## src/bkpt_pkg.sv

```systemverilog
// Overview of operation
// - Eight trigger slots, shared debug and machine
// - Index picks slot; words one/two access it
// - Control top nibble reads kind 2, or 0 on a debug-claimed slot outside debug mode
// - Action holds only exception or debug entry
// - Load, store, fetch enables in any combination
// - Machine, supervisor, user enables in any combination
// - Match kinds: exact, power-of-two, chained range
// - Trailing ones plus zero give range size
// - Capability field reads largest range log, 4
// - Largest encoding ignores only the low four address bits
// - Chain on lower slot gates higher slot
// - Range pair compares greater-equal then less-than
// - Timing and select bits always read zero
// - Machine access to debug-only slot is illegal
// - Traps precise; debug or breakpoint exception path
// - Debug-claimed slot reads kind 0 from machine
`default_nettype none
package bkpt_pkg;
   localparam int num_slots = 8;
   localparam int slot_idx_w = 3;
   localparam int bit_load = 0;
   localparam int bit_store = 1;
   localparam int bit_fetch = 2;
   localparam int bit_user = 3;
   localparam int bit_super = 4;
   localparam int bit_mach = 6;
   localparam int match_lo = 7;
   localparam int match_hi = 10;
   localparam int bit_chain = 11;
   localparam int action_lo = 12;
   localparam int action_hi = 17;
   localparam int bit_timing = 18;
   localparam int bit_select = 19;
   localparam int maskmax_lo = 21;
   localparam int maskmax_hi = 26;
   localparam int bit_dmode = 27;
   localparam int kind_lo = 28;
   localparam int kind_hi = 31;
   localparam logic [3:0] kind_addr_match = 4'h2;
   localparam logic [3:0] kind_none = 4'h0;
   localparam logic [5:0] maskmax_val = 6'h04;
   localparam logic [3:0] match_exact = 4'h0;
   localparam logic [3:0] match_napot = 4'h1;
   localparam logic [3:0] match_ge = 4'h2;
   localparam logic [3:0] match_lt = 4'h3;
   localparam logic [5:0] action_exc = 6'h00;
   localparam logic [5:0] action_debug = 6'h01;
   localparam logic [31:0] ctrl_rst = 32'h0000_0000;
   localparam logic [31:0] addr_rst = 32'h0000_0000;
   localparam logic [2:0] index_rst = 3'h0;
   localparam logic [1:0] sel_index = 2'h0;
   localparam logic [1:0] sel_word_one = 2'h1;
   localparam logic [1:0] sel_word_two = 2'h2;
   localparam logic [1:0] sel_word_three = 2'h3;
   localparam logic [1:0] priv_user = 2'h0;
   localparam logic [1:0] priv_super = 2'h1;
   localparam logic [1:0] priv_mach = 2'h3;
endpackage
`default_nettype wire

```

## src/bkpt_slot_match.sv

```systemverilog
`default_nettype none
module bkpt_slot_match (
   input wire logic [31:0] ctrl,
   input wire logic [31:0] match_addr,
   input wire logic [31:0] access_addr,
   input wire logic is_load,
   input wire logic is_store,
   input wire logic is_fetch,
   input wire logic [1:0] priv,
   output logic hit
);
   logic kind_ok;
   logic priv_ok;
   logic addr_ok;
   logic [31:0] ignore_mask;
   logic [3:0] mkind;

   always_comb begin
      mkind = ctrl[bkpt_pkg::match_hi:bkpt_pkg::match_lo];
      kind_ok = (is_load && ctrl[bkpt_pkg::bit_load])
         || (is_store && ctrl[bkpt_pkg::bit_store])
         || (is_fetch && ctrl[bkpt_pkg::bit_fetch]);
      priv_ok = (priv == bkpt_pkg::priv_mach && ctrl[bkpt_pkg::bit_mach])
         || (priv == bkpt_pkg::priv_super && ctrl[bkpt_pkg::bit_super])
         || (priv == bkpt_pkg::priv_user && ctrl[bkpt_pkg::bit_user]);
      // Ranges are capped at 16 bytes, the advertised capability
      if (!match_addr[0]) begin
         ignore_mask = 32'h0000_0001;
      end else if (!match_addr[1]) begin
         ignore_mask = 32'h0000_0003;
      end else if (!match_addr[2]) begin
         ignore_mask = 32'h0000_0007;
      end else begin
         ignore_mask = 32'h0000_000f;
      end
      if (mkind == bkpt_pkg::match_napot) begin
         addr_ok = ((access_addr ^ match_addr) & ~ignore_mask) == 32'h0000_0000;
      end else if (mkind == bkpt_pkg::match_ge) begin
         addr_ok = access_addr >= match_addr;
      end else if (mkind == bkpt_pkg::match_lt) begin
         addr_ok = access_addr < match_addr;
      end else begin
         addr_ok = access_addr == match_addr;
      end
      hit = kind_ok && priv_ok && addr_ok;
   end
endmodule
`default_nettype wire

```

## src/hw_breakpoint_triggers.sv

```systemverilog
`default_nettype none
module hw_breakpoint_triggers (
   input wire logic clock,
   input wire logic arst_n,
   input wire logic debug_mode,
   input wire logic csr_req,
   input wire logic [1:0] csr_sel,
   input wire logic csr_we,
   input wire logic [31:0] csr_wdata,
   output logic [31:0] csr_rdata,
   output logic csr_ack,
   output logic csr_illegal,
   input wire logic fetch_valid,
   input wire logic [31:0] fetch_pc,
   input wire logic mem_valid,
   input wire logic mem_store,
   input wire logic [31:0] mem_addr,
   input wire logic [1:0] priv,
   output logic trap_exc,
   output logic trap_debug,
   output logic [31:0] trap_tval,
   output logic [2:0] trap_slot
);
   localparam int n = bkpt_pkg::num_slots;

   logic [31:0] ctrl_r [n];
   logic [31:0] ctrl_nxt [n];
   logic [31:0] addr_r [n];
   logic [31:0] addr_nxt [n];
   logic [2:0] index_r;
   logic [2:0] index_nxt;
   logic [31:0] rdata_r;
   logic [31:0] rdata_nxt;
   logic ack_r;
   logic ack_nxt;
   logic illegal_r;
   logic illegal_nxt;
   logic exc_r;
   logic exc_nxt;
   logic dbg_r;
   logic dbg_nxt;
   logic [31:0] tval_r;
   logic [31:0] tval_nxt;
   logic [2:0] slot_r;
   logic [2:0] slot_nxt;

   logic [n-1:0] fetch_raw;
   logic [n-1:0] mem_raw;
   logic [n-1:0] fetch_fire;
   logic [n-1:0] mem_fire;

   // Stored form of a written control word with every field legalised
   function automatic logic [31:0] legal_ctrl(input logic [31:0] w, input logic [31:0] old,
                                              input logic dbg, input logic last);
      logic [31:0] c;
      logic [3:0] mk;
      logic [5:0] act;
      c = 32'h0000_0000;
      mk = w[bkpt_pkg::match_hi:bkpt_pkg::match_lo];
      act = w[bkpt_pkg::action_hi:bkpt_pkg::action_lo];
      c[bkpt_pkg::bit_load] = w[bkpt_pkg::bit_load];
      c[bkpt_pkg::bit_store] = w[bkpt_pkg::bit_store];
      c[bkpt_pkg::bit_fetch] = w[bkpt_pkg::bit_fetch];
      c[bkpt_pkg::bit_user] = w[bkpt_pkg::bit_user];
      c[bkpt_pkg::bit_super] = w[bkpt_pkg::bit_super];
      c[bkpt_pkg::bit_mach] = w[bkpt_pkg::bit_mach];
      if (mk == bkpt_pkg::match_exact || mk == bkpt_pkg::match_napot
          || mk == bkpt_pkg::match_ge || mk == bkpt_pkg::match_lt) begin
         c[bkpt_pkg::match_hi:bkpt_pkg::match_lo] = mk;
      end else begin
         c[bkpt_pkg::match_hi:bkpt_pkg::match_lo] =
            old[bkpt_pkg::match_hi:bkpt_pkg::match_lo];
      end
      // Highest slot has no partner above it
      c[bkpt_pkg::bit_chain] = w[bkpt_pkg::bit_chain] && !last;
      if (act == bkpt_pkg::action_exc || act == bkpt_pkg::action_debug) begin
         c[bkpt_pkg::action_hi:bkpt_pkg::action_lo] = act;
      end else begin
         c[bkpt_pkg::action_hi:bkpt_pkg::action_lo] =
            old[bkpt_pkg::action_hi:bkpt_pkg::action_lo];
      end
      // Only debug mode may claim or release a slot
      if (dbg) begin
         c[bkpt_pkg::bit_dmode] = w[bkpt_pkg::bit_dmode];
      end else begin
         c[bkpt_pkg::bit_dmode] = old[bkpt_pkg::bit_dmode];
      end
      return c;
   endfunction

   // Read-back view with constant fields inserted
   function automatic logic [31:0] view_ctrl(input logic [31:0] c, input logic dbg);
      logic [31:0] v;
      v = c;
      v[bkpt_pkg::bit_timing] = 1'b0;
      v[bkpt_pkg::bit_select] = 1'b0;
      v[bkpt_pkg::maskmax_hi:bkpt_pkg::maskmax_lo] = bkpt_pkg::maskmax_val;
      if (c[bkpt_pkg::bit_dmode] && !dbg) begin
         v[bkpt_pkg::kind_hi:bkpt_pkg::kind_lo] = bkpt_pkg::kind_none;
      end else begin
         v[bkpt_pkg::kind_hi:bkpt_pkg::kind_lo] = bkpt_pkg::kind_addr_match;
      end
      return v;
   endfunction

   genvar g;
   generate
      for (g = 0; g < n; g++) begin : slot
         bkpt_slot_match fetch_cmp (
            .ctrl(ctrl_r[g]),
            .match_addr(addr_r[g]),
            .access_addr(fetch_pc),
            .is_load(1'b0),
            .is_store(1'b0),
            .is_fetch(fetch_valid),
            .priv(priv),
            .hit(fetch_raw[g])
         );
         bkpt_slot_match mem_cmp (
            .ctrl(ctrl_r[g]),
            .match_addr(addr_r[g]),
            .access_addr(mem_addr),
            .is_load(mem_valid && !mem_store),
            .is_store(mem_valid && mem_store),
            .is_fetch(1'b0),
            .priv(priv),
            .hit(mem_raw[g])
         );
      end
   endgenerate

   // Per-slot fields that the match and access paths look at
   logic [n-1:0] chain_on;
   logic [n-1:0] act_dbg;
   logic [n-1:0] claimed;
   logic [n-1:0] fire_sel;
   logic mem_won;
   logic fire_any;

   always_comb begin
      for (int i = 0; i < n; i++) begin
         chain_on[i] = ctrl_r[i][bkpt_pkg::bit_chain];
         act_dbg[i] = ctrl_r[i][bkpt_pkg::action_hi:bkpt_pkg::action_lo]
            == bkpt_pkg::action_debug;
         claimed[i] = ctrl_r[i][bkpt_pkg::bit_dmode];
      end
   end

   // Chain gating: a chained lower slot never acts alone
   always_comb begin
      for (int i = 0; i < n; i++) begin
         fetch_fire[i] = fetch_raw[i] && !chain_on[i];
         mem_fire[i] = mem_raw[i] && !chain_on[i];
         if (i > 0) begin
            if (chain_on[i-1]) begin
               fetch_fire[i] = fetch_fire[i] && fetch_raw[i-1];
               mem_fire[i] = mem_fire[i] && mem_raw[i-1];
            end
         end
      end
   end

   // Memory access is the older instruction, so its hits win
   always_comb begin
      mem_won = |mem_fire;
      if (mem_won) begin
         fire_sel = mem_fire;
      end else begin
         fire_sel = fetch_fire;
      end
      // No triggers fire while the hart is already in debug mode
      fire_any = |fire_sel && !debug_mode;
   end

   // Trap report; cause address and slot hold until the next trap
   always_comb begin
      logic found;
      found = 1'b0;
      dbg_nxt = 1'b0;
      tval_nxt = tval_r;
      slot_nxt = slot_r;
      if (fire_any) begin
         if (mem_won) begin
            tval_nxt = mem_addr;
         end else begin
            tval_nxt = fetch_pc;
         end
         for (int i = 0; i < n; i++) begin
            if (fire_sel[i] && !found) begin
               found = 1'b1;
               slot_nxt = 3'(i);
            end
            if (fire_sel[i] && act_dbg[i]) begin
               dbg_nxt = 1'b1;
            end
         end
      end
      exc_nxt = fire_any && !dbg_nxt;
   end

   // Indirect register access through the selection index
   logic blocked;
   logic wr_index;
   logic wr_ctrl;
   logic wr_addr;

   always_comb begin
      blocked = claimed[index_r] && !debug_mode;
      wr_index = csr_req && csr_we && csr_sel == bkpt_pkg::sel_index
         && csr_wdata < 32'(n);
      wr_ctrl = csr_req && csr_we && csr_sel == bkpt_pkg::sel_word_one && !blocked;
      wr_addr = csr_req && csr_we && csr_sel == bkpt_pkg::sel_word_two && !blocked;
   end

   // Slot storage: one word of the selected slot changes per write
   always_comb begin
      index_nxt = index_r;
      for (int i = 0; i < n; i++) begin
         ctrl_nxt[i] = ctrl_r[i];
         addr_nxt[i] = addr_r[i];
      end
      if (wr_index) begin
         index_nxt = csr_wdata[2:0];
      end
      if (wr_ctrl) begin
         ctrl_nxt[index_r] = legal_ctrl(csr_wdata, ctrl_r[index_r], debug_mode,
                                        index_r == 3'(n - 1));
      end
      if (wr_addr) begin
         addr_nxt[index_r] = csr_wdata;
      end
   end

   // Read response: old contents, or zero when refused
   always_comb begin
      ack_nxt = csr_req;
      illegal_nxt = 1'b0;
      rdata_nxt = rdata_r;
      if (csr_req) begin
         if (csr_sel == bkpt_pkg::sel_index) begin
            rdata_nxt = {29'h0000_0000, index_r};
         end else if (blocked) begin
            illegal_nxt = 1'b1;
            rdata_nxt = 32'h0000_0000;
         end else if (csr_sel == bkpt_pkg::sel_word_one) begin
            rdata_nxt = view_ctrl(ctrl_r[index_r], debug_mode);
         end else if (csr_sel == bkpt_pkg::sel_word_two) begin
            rdata_nxt = addr_r[index_r];
         end else begin
            rdata_nxt = 32'h0000_0000;
         end
      end
   end

   // Slot storage and selection index
   always_ff @(posedge clock or negedge arst_n) begin
      if (!arst_n) begin
         for (int i = 0; i < n; i++) begin
            ctrl_r[i] <= bkpt_pkg::ctrl_rst;
            addr_r[i] <= bkpt_pkg::addr_rst;
         end
         index_r <= bkpt_pkg::index_rst;
      end else begin
         for (int i = 0; i < n; i++) begin
            ctrl_r[i] <= ctrl_nxt[i];
            addr_r[i] <= addr_nxt[i];
         end
         index_r <= index_nxt;
      end
   end

   // Access response, one cycle after the request
   always_ff @(posedge clock or negedge arst_n) begin
      if (!arst_n) begin
         rdata_r <= 32'h0000_0000;
         ack_r <= 1'b0;
         illegal_r <= 1'b0;
      end else begin
         rdata_r <= rdata_nxt;
         ack_r <= ack_nxt;
         illegal_r <= illegal_nxt;
      end
   end

   always_ff @(posedge clock or negedge arst_n) begin
      if (!arst_n) begin
         exc_r <= 1'b0;
         dbg_r <= 1'b0;
         tval_r <= 32'h0000_0000;
         slot_r <= 3'h0;
      end else begin
         exc_r <= exc_nxt;
         dbg_r <= dbg_nxt;
         tval_r <= tval_nxt;
         slot_r <= slot_nxt;
      end
   end

   assign csr_rdata = rdata_r;
   assign csr_ack = ack_r;
   assign csr_illegal = illegal_r;
   assign trap_exc = exc_r;
   assign trap_debug = dbg_r;
   assign trap_tval = tval_r;
   assign trap_slot = slot_r;
endmodule
`default_nettype wire

```

## config.mk

```make
export PLATFORM = sky130hd
export DESIGN_NAME = hw_breakpoint_triggers
export DESIGN_NICKNAME = d
export VERILOG_FILES = /design/src/bkpt_pkg.sv /design/src/bkpt_slot_match.sv /design/src/hw_breakpoint_triggers.sv
export SDC_FILE = /design/constraint.sdc
export NUM_CORES = 2
export LEC_CHECK = 0
export BUFFER_PORTS_ARGS = -buffer_cell sky130_fd_sc_hd__buf_2
export CORE_MARGIN = 2
export CORE_UTILIZATION = 35
export DETAILED_ROUTE_END_ITERATION = 12
export PLACE_DENSITY = 0.51
export REMOVE_ABC_BUFFERS = 1
export SLEW_MARGIN = 20
export SYNTH_ARGS = -nofsm -noshare
export SYNTH_HDL_FRONTEND = slang
export SYNTH_SLANG_ARGS = --single-unit
```

## constraint.sdc

```tcl
create_clock -name clock -period 10.4 [get_ports clock]
set_input_delay 0.52 -clock clock [delete_from_list [all_inputs] [get_ports clock]]
set_output_delay 0.52 -clock clock [all_outputs]
set_load 0.02 [all_outputs]
```

## Word-level counts from Yosys, hierarchy flattened

Cells that the tools add are included.

- Bits in registers: 586
- Bits of input ports: 108
- Word-level logic and storage cells: 515

- Order comparisons: 36
- Equal/unequal tests: 57
- Bitwise operators: 41
- Muxes and demuxes: 145
- Reductions and logical operators: 212

Operator list:

| operator | count |
|---|---|
| $mux 32 | 24 |
| $and 32x32->32 | 16 |
| $bwmux 256 | 2 |
| $eq 32x32->1 | 16 |
| $ge 32x32->1 | 16 |
| $logic_not 32->1 | 16 |
| $lt 32x32->1 | 16 |
| $xor 32x32->32 | 16 |
| $not 32->32 | 8 |
| $bmux 32 s3 | 2 |
| $logic_and 1x1->1 | 140 |
| $demux 32 s3 | 1 |
| $mux 1 | 91 |
| $eq 4x2->1 const B | 18 |
| $mux 28 | 2 |
| $eq 6x1->1 const B | 9 |
| $mux 4 | 10 |
| $eq 4x1->1 const B | 9 |
| $lt 32x4->1 const B | 1 |
| $logic_or 1x1->1 | 28 |
| $mux 3 | 8 |
| $logic_not 1->1 | 20 |
| $reduce_or 8->1 | 2 |
| $mux 6 | 2 |
| 15 further kinds | 18 |

## Logic depth before layout (Yosys ltp)

- Word-level depth: 44
- Mapped depth: 16

## By module

From an unflattened synthesis, not the netlist that was laid out.

- Cells, all modules: 3,830
- Area total of the unflattened synthesis: 35,813.1 um^2

Modules (own cells, without submodules):

| module | sequential area each (um^2) | cells each | area each (um^2) | times used |
|---|---|---|---|---|
| hw_breakpoint_triggers | 11,861.4 | 1,750 | 21,499.4 | 1 |
| bkpt_slot_match | 0.0 | 130 | 894.6 | 16 |

## Least setup slack after synthesis

No wires, ideal clock.

- Kind: input-to-reg
- From: input mem_addr[1]
- To: register tval_r[10] (netlist: trap_tval[10])
- Data arrival time: 3,974 ps
- Stages on the path: 15
- Path buffers: 2
- Slack: 6,301 ps
- Cells stage by stage: ha_1 > nor2b_1 > o211ai_1 > a21boi_0 > o31a_1 > nor4_1 > mux2_1 > and3b_1 > clkbuf_1 > nor3b_4 > o41ai_2 > and2_4 > a31oi_4 > buf_6 > mux2_4

- Cells in the longest elaborated chain, start to end: 12
- Elaborated cells on any way between the ends: 107

RTL lines:

| item | line | text |
|---|---|---|
| start: declaration | hw_breakpoint_triggers.sv:17 | `input wire logic [31:0] mem_addr,` |
| $lt 32x32->1 (tied with other cells) | bkpt_slot_match.sv:41 | `addr_ok = access_addr < match_addr;` |
| $mux 1 or $and 32x32->32 (tied branches) | bkpt_slot_match.sv:40, bkpt_slot_match.sv:37 |  |
| $mux 1 or $logic_not 32->1 (tied branches) | bkpt_slot_match.sv:38, bkpt_slot_match.sv:37 |  |
| $mux 1 | bkpt_slot_match.sv:36 | `if (mkind == bkpt_pkg::match_napot) begin` |
| $logic_and 1x1->1 | bkpt_slot_match.sv:45 | `hit = kind_ok && priv_ok && addr_ok;` |
| $logic_and 1x1->1 | hw_breakpoint_triggers.sv:153 | `mem_fire[i] = mem_raw[i] && !chain_on[i];` |
| $logic_and 1x1->1 | hw_breakpoint_triggers.sv:157 | `mem_fire[i] = mem_fire[i] && mem_raw[i-1];` |
| $mux 1 | hw_breakpoint_triggers.sv:155 | `if (chain_on[i-1]) begin` |
| $reduce_or 8->1 | hw_breakpoint_triggers.sv:165 | `mem_won = \|mem_fire;` |
| $mux 8 | hw_breakpoint_triggers.sv:166 | `if (mem_won) begin` |
| $reduce_or 8->1 | hw_breakpoint_triggers.sv:172 | `fire_any = \|fire_sel && !debug_mode;` |
| $logic_and 1x1->1 | hw_breakpoint_triggers.sv:172 |  |
| end signal: assignment | hw_breakpoint_triggers.sv:294 | `tval_r <= tval_nxt;` |
| end: declaration | hw_breakpoint_triggers.sv:42 | `logic [31:0] tval_r;` |

Parallel ways exist; a longest one is shown, timed or not.
A chain may end at the register's enable or synchronous reset.

## Worst setup path after layout

- From: register addr_r[26] (netlist bit)
- To: register tval_r[0] (netlist: trap_tval[0])

- Cells in the longest elaborated chain, start to end: 12
- Elaborated cells on any way between the ends: 31

RTL lines:

| item | line | text |
|---|---|---|
| start: declaration | hw_breakpoint_triggers.sv:28 | `logic [31:0] addr_r [n];` |
| start signal: indexed assignment | hw_breakpoint_triggers.sv:260 | `addr_r[i] <= bkpt_pkg::addr_rst;` |
| start signal: indexed assignment | hw_breakpoint_triggers.sv:266 | `addr_r[i] <= addr_nxt[i];` |
| $lt 32x32->1 (tied with other cells) | bkpt_slot_match.sv:41 |  |
| $mux 1 or $and 32x32->32 (tied branches) | bkpt_slot_match.sv:40, bkpt_slot_match.sv:37 |  |
| $mux 1 or $logic_not 32->1 (tied branches) | bkpt_slot_match.sv:38, bkpt_slot_match.sv:37 |  |
| $mux 1 | bkpt_slot_match.sv:36 |  |
| $logic_and 1x1->1 | bkpt_slot_match.sv:45 |  |
| $logic_and 1x1->1 | hw_breakpoint_triggers.sv:153 |  |
| $logic_and 1x1->1 | hw_breakpoint_triggers.sv:157 |  |
| $mux 1 | hw_breakpoint_triggers.sv:155 |  |
| $reduce_or 8->1 | hw_breakpoint_triggers.sv:165 |  |
| $mux 8 | hw_breakpoint_triggers.sv:166 |  |
| $reduce_or 8->1 | hw_breakpoint_triggers.sv:172 |  |
| $logic_and 1x1->1 | hw_breakpoint_triggers.sv:172 |  |

Parallel ways exist; a longest one is shown, timed or not.

==> summary.txt <==
number of endpoints failing setup at the final stage = 0
average cell area after synthesis = 9.24 um2
net switching fraction of the power = 32.1%
Sequential Power Share = 39.2%
power density over the cells = 137 mW/mm2
type of destination of the critical path = flop
share of post-route cells with drive strength above 1 = 15.2%
synth-to-layout area growth = 12.6%
number of distinct standard cells referenced by the synthesized netlist = 91
delay of the slowest cell on the worst path = 0.93 ns
total die area = 0.100 mm2
global-route total usage across every layer = 30.4%
number of warning messages in the yosys log = 0
most used flip-flop cell after synthesis = sky130_fd_sc_hd__dfrtp_1
Worst-Skew Late Latency = 0.71 ns
setup repair after global routing missed its margin = false
Placer Congestion = 0.972
most used standard cells in the synthesized netlist = sky130_fd_sc_hd__ha_1, sky130_fd_sc_hd__dfrtp_1, sky130_fd_sc_hd__nand2_1
worst slack on hold paths = 0.163 ns
cell type contributing the most total cell area after synthesis = sky130_fd_sc_hd__dfrtp_1
library cell used as clock root buffer = sky130_fd_sc_hd__clkbuf_16
TritonCTS clock tree = yes
number of synthesized flops with an enable pin = 0
setup clock skew after layout = 0.0301 ns
total of flip-flops plus latches after synthesis = 474
routed wire length = 154 mm
count of vias placed by the detailed router = 30550
highest achievable clock rate = 0.142 GHz
critical path start-end classification = reg2reg
IR Drop Worst-Case VDD = 0.139 mV
# Max-Cap Violations = 0
wire length of the first global-routing pass = 218 mm
sequence of cells on the critical path = inv_1, ha_1, nand4_1, nor4_1, nand2_1, nor4_1, a211o_1, nand4_1, a31oi_1, a21boi_0, nor3_1, and2_4, a31oi_4, buf_4, mux2_2
post-route antenna net violation count = 0
flop-to-flop setup slack = 3.34 ns
GRT Residual Overflow = 0
shortest period the worst path allows = 7.06 ns
slew margin rel. = 16.8%
worst min-delay path category = in2reg
antenna violations before repair = 10
maximum fanout along the worst path = 22
nets@finish = 4445
Seq/Total Area, Yosys = 34.7%
number of levels the H-tree was split into = 2
Slew Limit Fails = 0
design area = 0.0385 mm2
clock slew at the register clock pins of the worst setup and hold paths = 0.06 ns
total cell area at the placement stage = 0.0365 mm2
core area = 0.0969 mm2
total net switching power = 1.69 mW
clock tree buffer depth = 3
Fill cells = 9714
Gate power share = 19.9%
DR vias/cell = 5.93
clock tree sinks = 474
aggregate negative setup slack = 0 ns
via count of the first global-routing pass = 29662
status = complete, no violations
period utilization = 67.9%
CP top delay family = simple AND/OR/NAND/NOR gates
Layout Utilization = 39.8%
number of top-level pins = 179
most frequently used cell type in the post-synthesis netlist = sky130_fd_sc_hd__ha_1
Detailed Routing Iterations Pass 1 = 5
final hold vios = 0
number of core rows = 114
share of power burned in the clock network = 40.9%
critical path startpoint category = flop
Pleak = 18.8 nW
pin count of the biggest net entering global routing = 155
average wire per cell in the routed design = 29.8 um
vertical die dimension = 317 um
Worst Path Arrival = 7.65 ns
buffer and inverter count on the worst path = 2
synthesized cell area = 0.0342 mm2
port buffer count = 178
post-synthesis async set-or-reset flop share = 100%
PostCTS Resize Cnt = 0
detailed placement HPWL = 113 mm
leading cell types by total area after synthesis = sky130_fd_sc_hd__dfrtp_1, sky130_fd_sc_hd__ha_1, sky130_fd_sc_hd__mux2_2, sky130_fd_sc_hd__o21ai_0, sky130_fd_sc_hd__nand2_1
Pint = 3.58 mW
starting density of the core = 35.3%
Tightest Pin Transition = 1.23 ns
drt drc = 0
data required time at the worst endpoint = 10.98 ns
post-synth top area share = 34.7%
die width = 317 um
synthesized instance count = 3704
violation count after the first detailed-routing iteration = 2724
total clock buffers created by CTS = 60
master of the slowest instance on the critical path = sky130_fd_sc_hd__nor4_1
-- cell families after synthesis --
logic type                 count (synthesis)  synth area share, %
AOI/OAI and AO/OA                       1070                 19.7
and+or+nand+nor                          940                 13.3
adders and majority gates                514                 18.8
DFF                                      474                 34.7
buffers and inverters                    460                 5.14
muxes                                    241                 8.21
xor gates and xnor gates                   5                0.128
-- timing repair --
item | CTS | global route
hold endpoints to repair | 83 | 0
setup buffers | 0 | 0
endpoints found under the setup margin | 0 | 0
hold buffers | 1 | 0
-- cell usage in the layout (no fill, tap or decap), types with 121 or more instances in the layout --
| master | instances |
|---|---|
| sky130_fd_sc_hd__a22oi_1 | 154 |
| sky130_fd_sc_hd__mux2_2 | 195 |
| sky130_fd_sc_hd__inv_1 | 303 |
| sky130_fd_sc_hd__nor2_1 | 121 |
| sky130_fd_sc_hd__o21ai_0 | 377 |
| sky130_fd_sc_hd__nand2_1 | 408 |
| sky130_fd_sc_hd__ha_1 | 512 |
| sky130_fd_sc_hd__dfrtp_1 | 474 |
| sky130_fd_sc_hd__a21oi_1 | 215 |
| sky130_fd_sc_hd__buf_2 | 177 |
-- cell type report --
class	count	area, um2	share of cell area (%)
Clock buffer	84	1690	4.39
Inverter	303	1140	2.95
Multi-Input combinational cell	2770	20700	53.8
Sequential cell	474	11900	30.8
Antenna cell	3	7.51	0.0195
Clock inverter	24	298	0.773
Timing Repair Buffer	216	1210	3.15
Tap cell	1276	1600	4.14
-- per-stage QoR --
step           worst slack, ns  instances  power (mW)
3_3_place_gp              2.98       5038        3.13
4_1_cts                   3.31       5147        5.30
2_1_floorplan             5.19       3547        2.64
5_1_grt                   3.14       5150        5.48
3_5_place_dp              3.04       5038        3.13
6_report                  3.34       5150        5.27
-- sequential cells by signal, summed over array words and instances, names as in the netlist --
name and cells:
csr_ack 1, trap_debug 1, trap_tval 32, chain_on 8, csr_illegal 1, addr_r 256, csr_rdata 32, index_r 3
trap_slot 3, trap_exc 1, ctrl_r 128, claimed 8
-- power groups by stage --
| stage | sequential, mW | clock, mW | combinational [mW] |
|---|---|---|---|
| detailed placement | 2.10 | 0 | 1.04 |
| CTS | 2.07 | 2.19 | 1.04 |
| floorplan | 2.15 | 0 | 0.491 |
| global route | 2.08 | 2.26 | 1.14 |
| global placement | 2.10 | 0 | 1.03 |
| finish | 2.07 | 2.16 | 1.05 |
-- final timing paths --
path                                            endpoint                      from  cells past startpoint
worst max-delay path            trap_tval[0]$_DFFE_PN0P_    addr_r[26]$_DFFE_PN0P_                     15
worst max register to register  trap_tval[0]$_DFFE_PN0P_    addr_r[26]$_DFFE_PN0P_                     15
max in group asynchronous        addr_r[131]$_DFFE_PN0P_                    arst_n                      4
min in group asynchronous        addr_r[211]$_DFFE_PN0P_                    arst_n                      2
worst min register to register  trap_tval[3]$_DFFE_PN0P_  trap_tval[3]$_DFFE_PN0P_                      1
worst min-delay path              addr_r[46]$_DFFE_PN0P_             csr_wdata[14]                      3
-- worst register-to-register path, cell delays in order, from the launching register on --
cell and delay (ns):
sky130_fd_sc_hd__dfrtp_1 0.35, sky130_fd_sc_hd__inv_1 0.12, sky130_fd_sc_hd__ha_1 0.32, sky130_fd_sc_hd__nand4_1 0.21, sky130_fd_sc_hd__nor4_1 0.91, sky130_fd_sc_hd__nand2_1 0.42
sky130_fd_sc_hd__nor4_1 0.93, sky130_fd_sc_hd__a211o_1 0.30, sky130_fd_sc_hd__nand4_1 0.24, sky130_fd_sc_hd__a31oi_1 0.39, sky130_fd_sc_hd__a21boi_0 0.49, sky130_fd_sc_hd__nor3_1 0.28
sky130_fd_sc_hd__and2_4 0.23, sky130_fd_sc_hd__a31oi_4 0.73, sky130_fd_sc_hd__buf_4 0.63, sky130_fd_sc_hd__mux2_2 0.42
-- layer usage --
metal / up-vias / global-route usage [%] / wire length (um)
met5: - / 0 / 52
met4: 8 / 15.7 / 8770
met3: 319 / 5.35 / 10800
met2: 1184 / 47.8 / 68300
met1: 15097 / 40.0 / 65800
li1: 13942 / - / -
No activity file was read; power rests on OpenSTA's default activity.
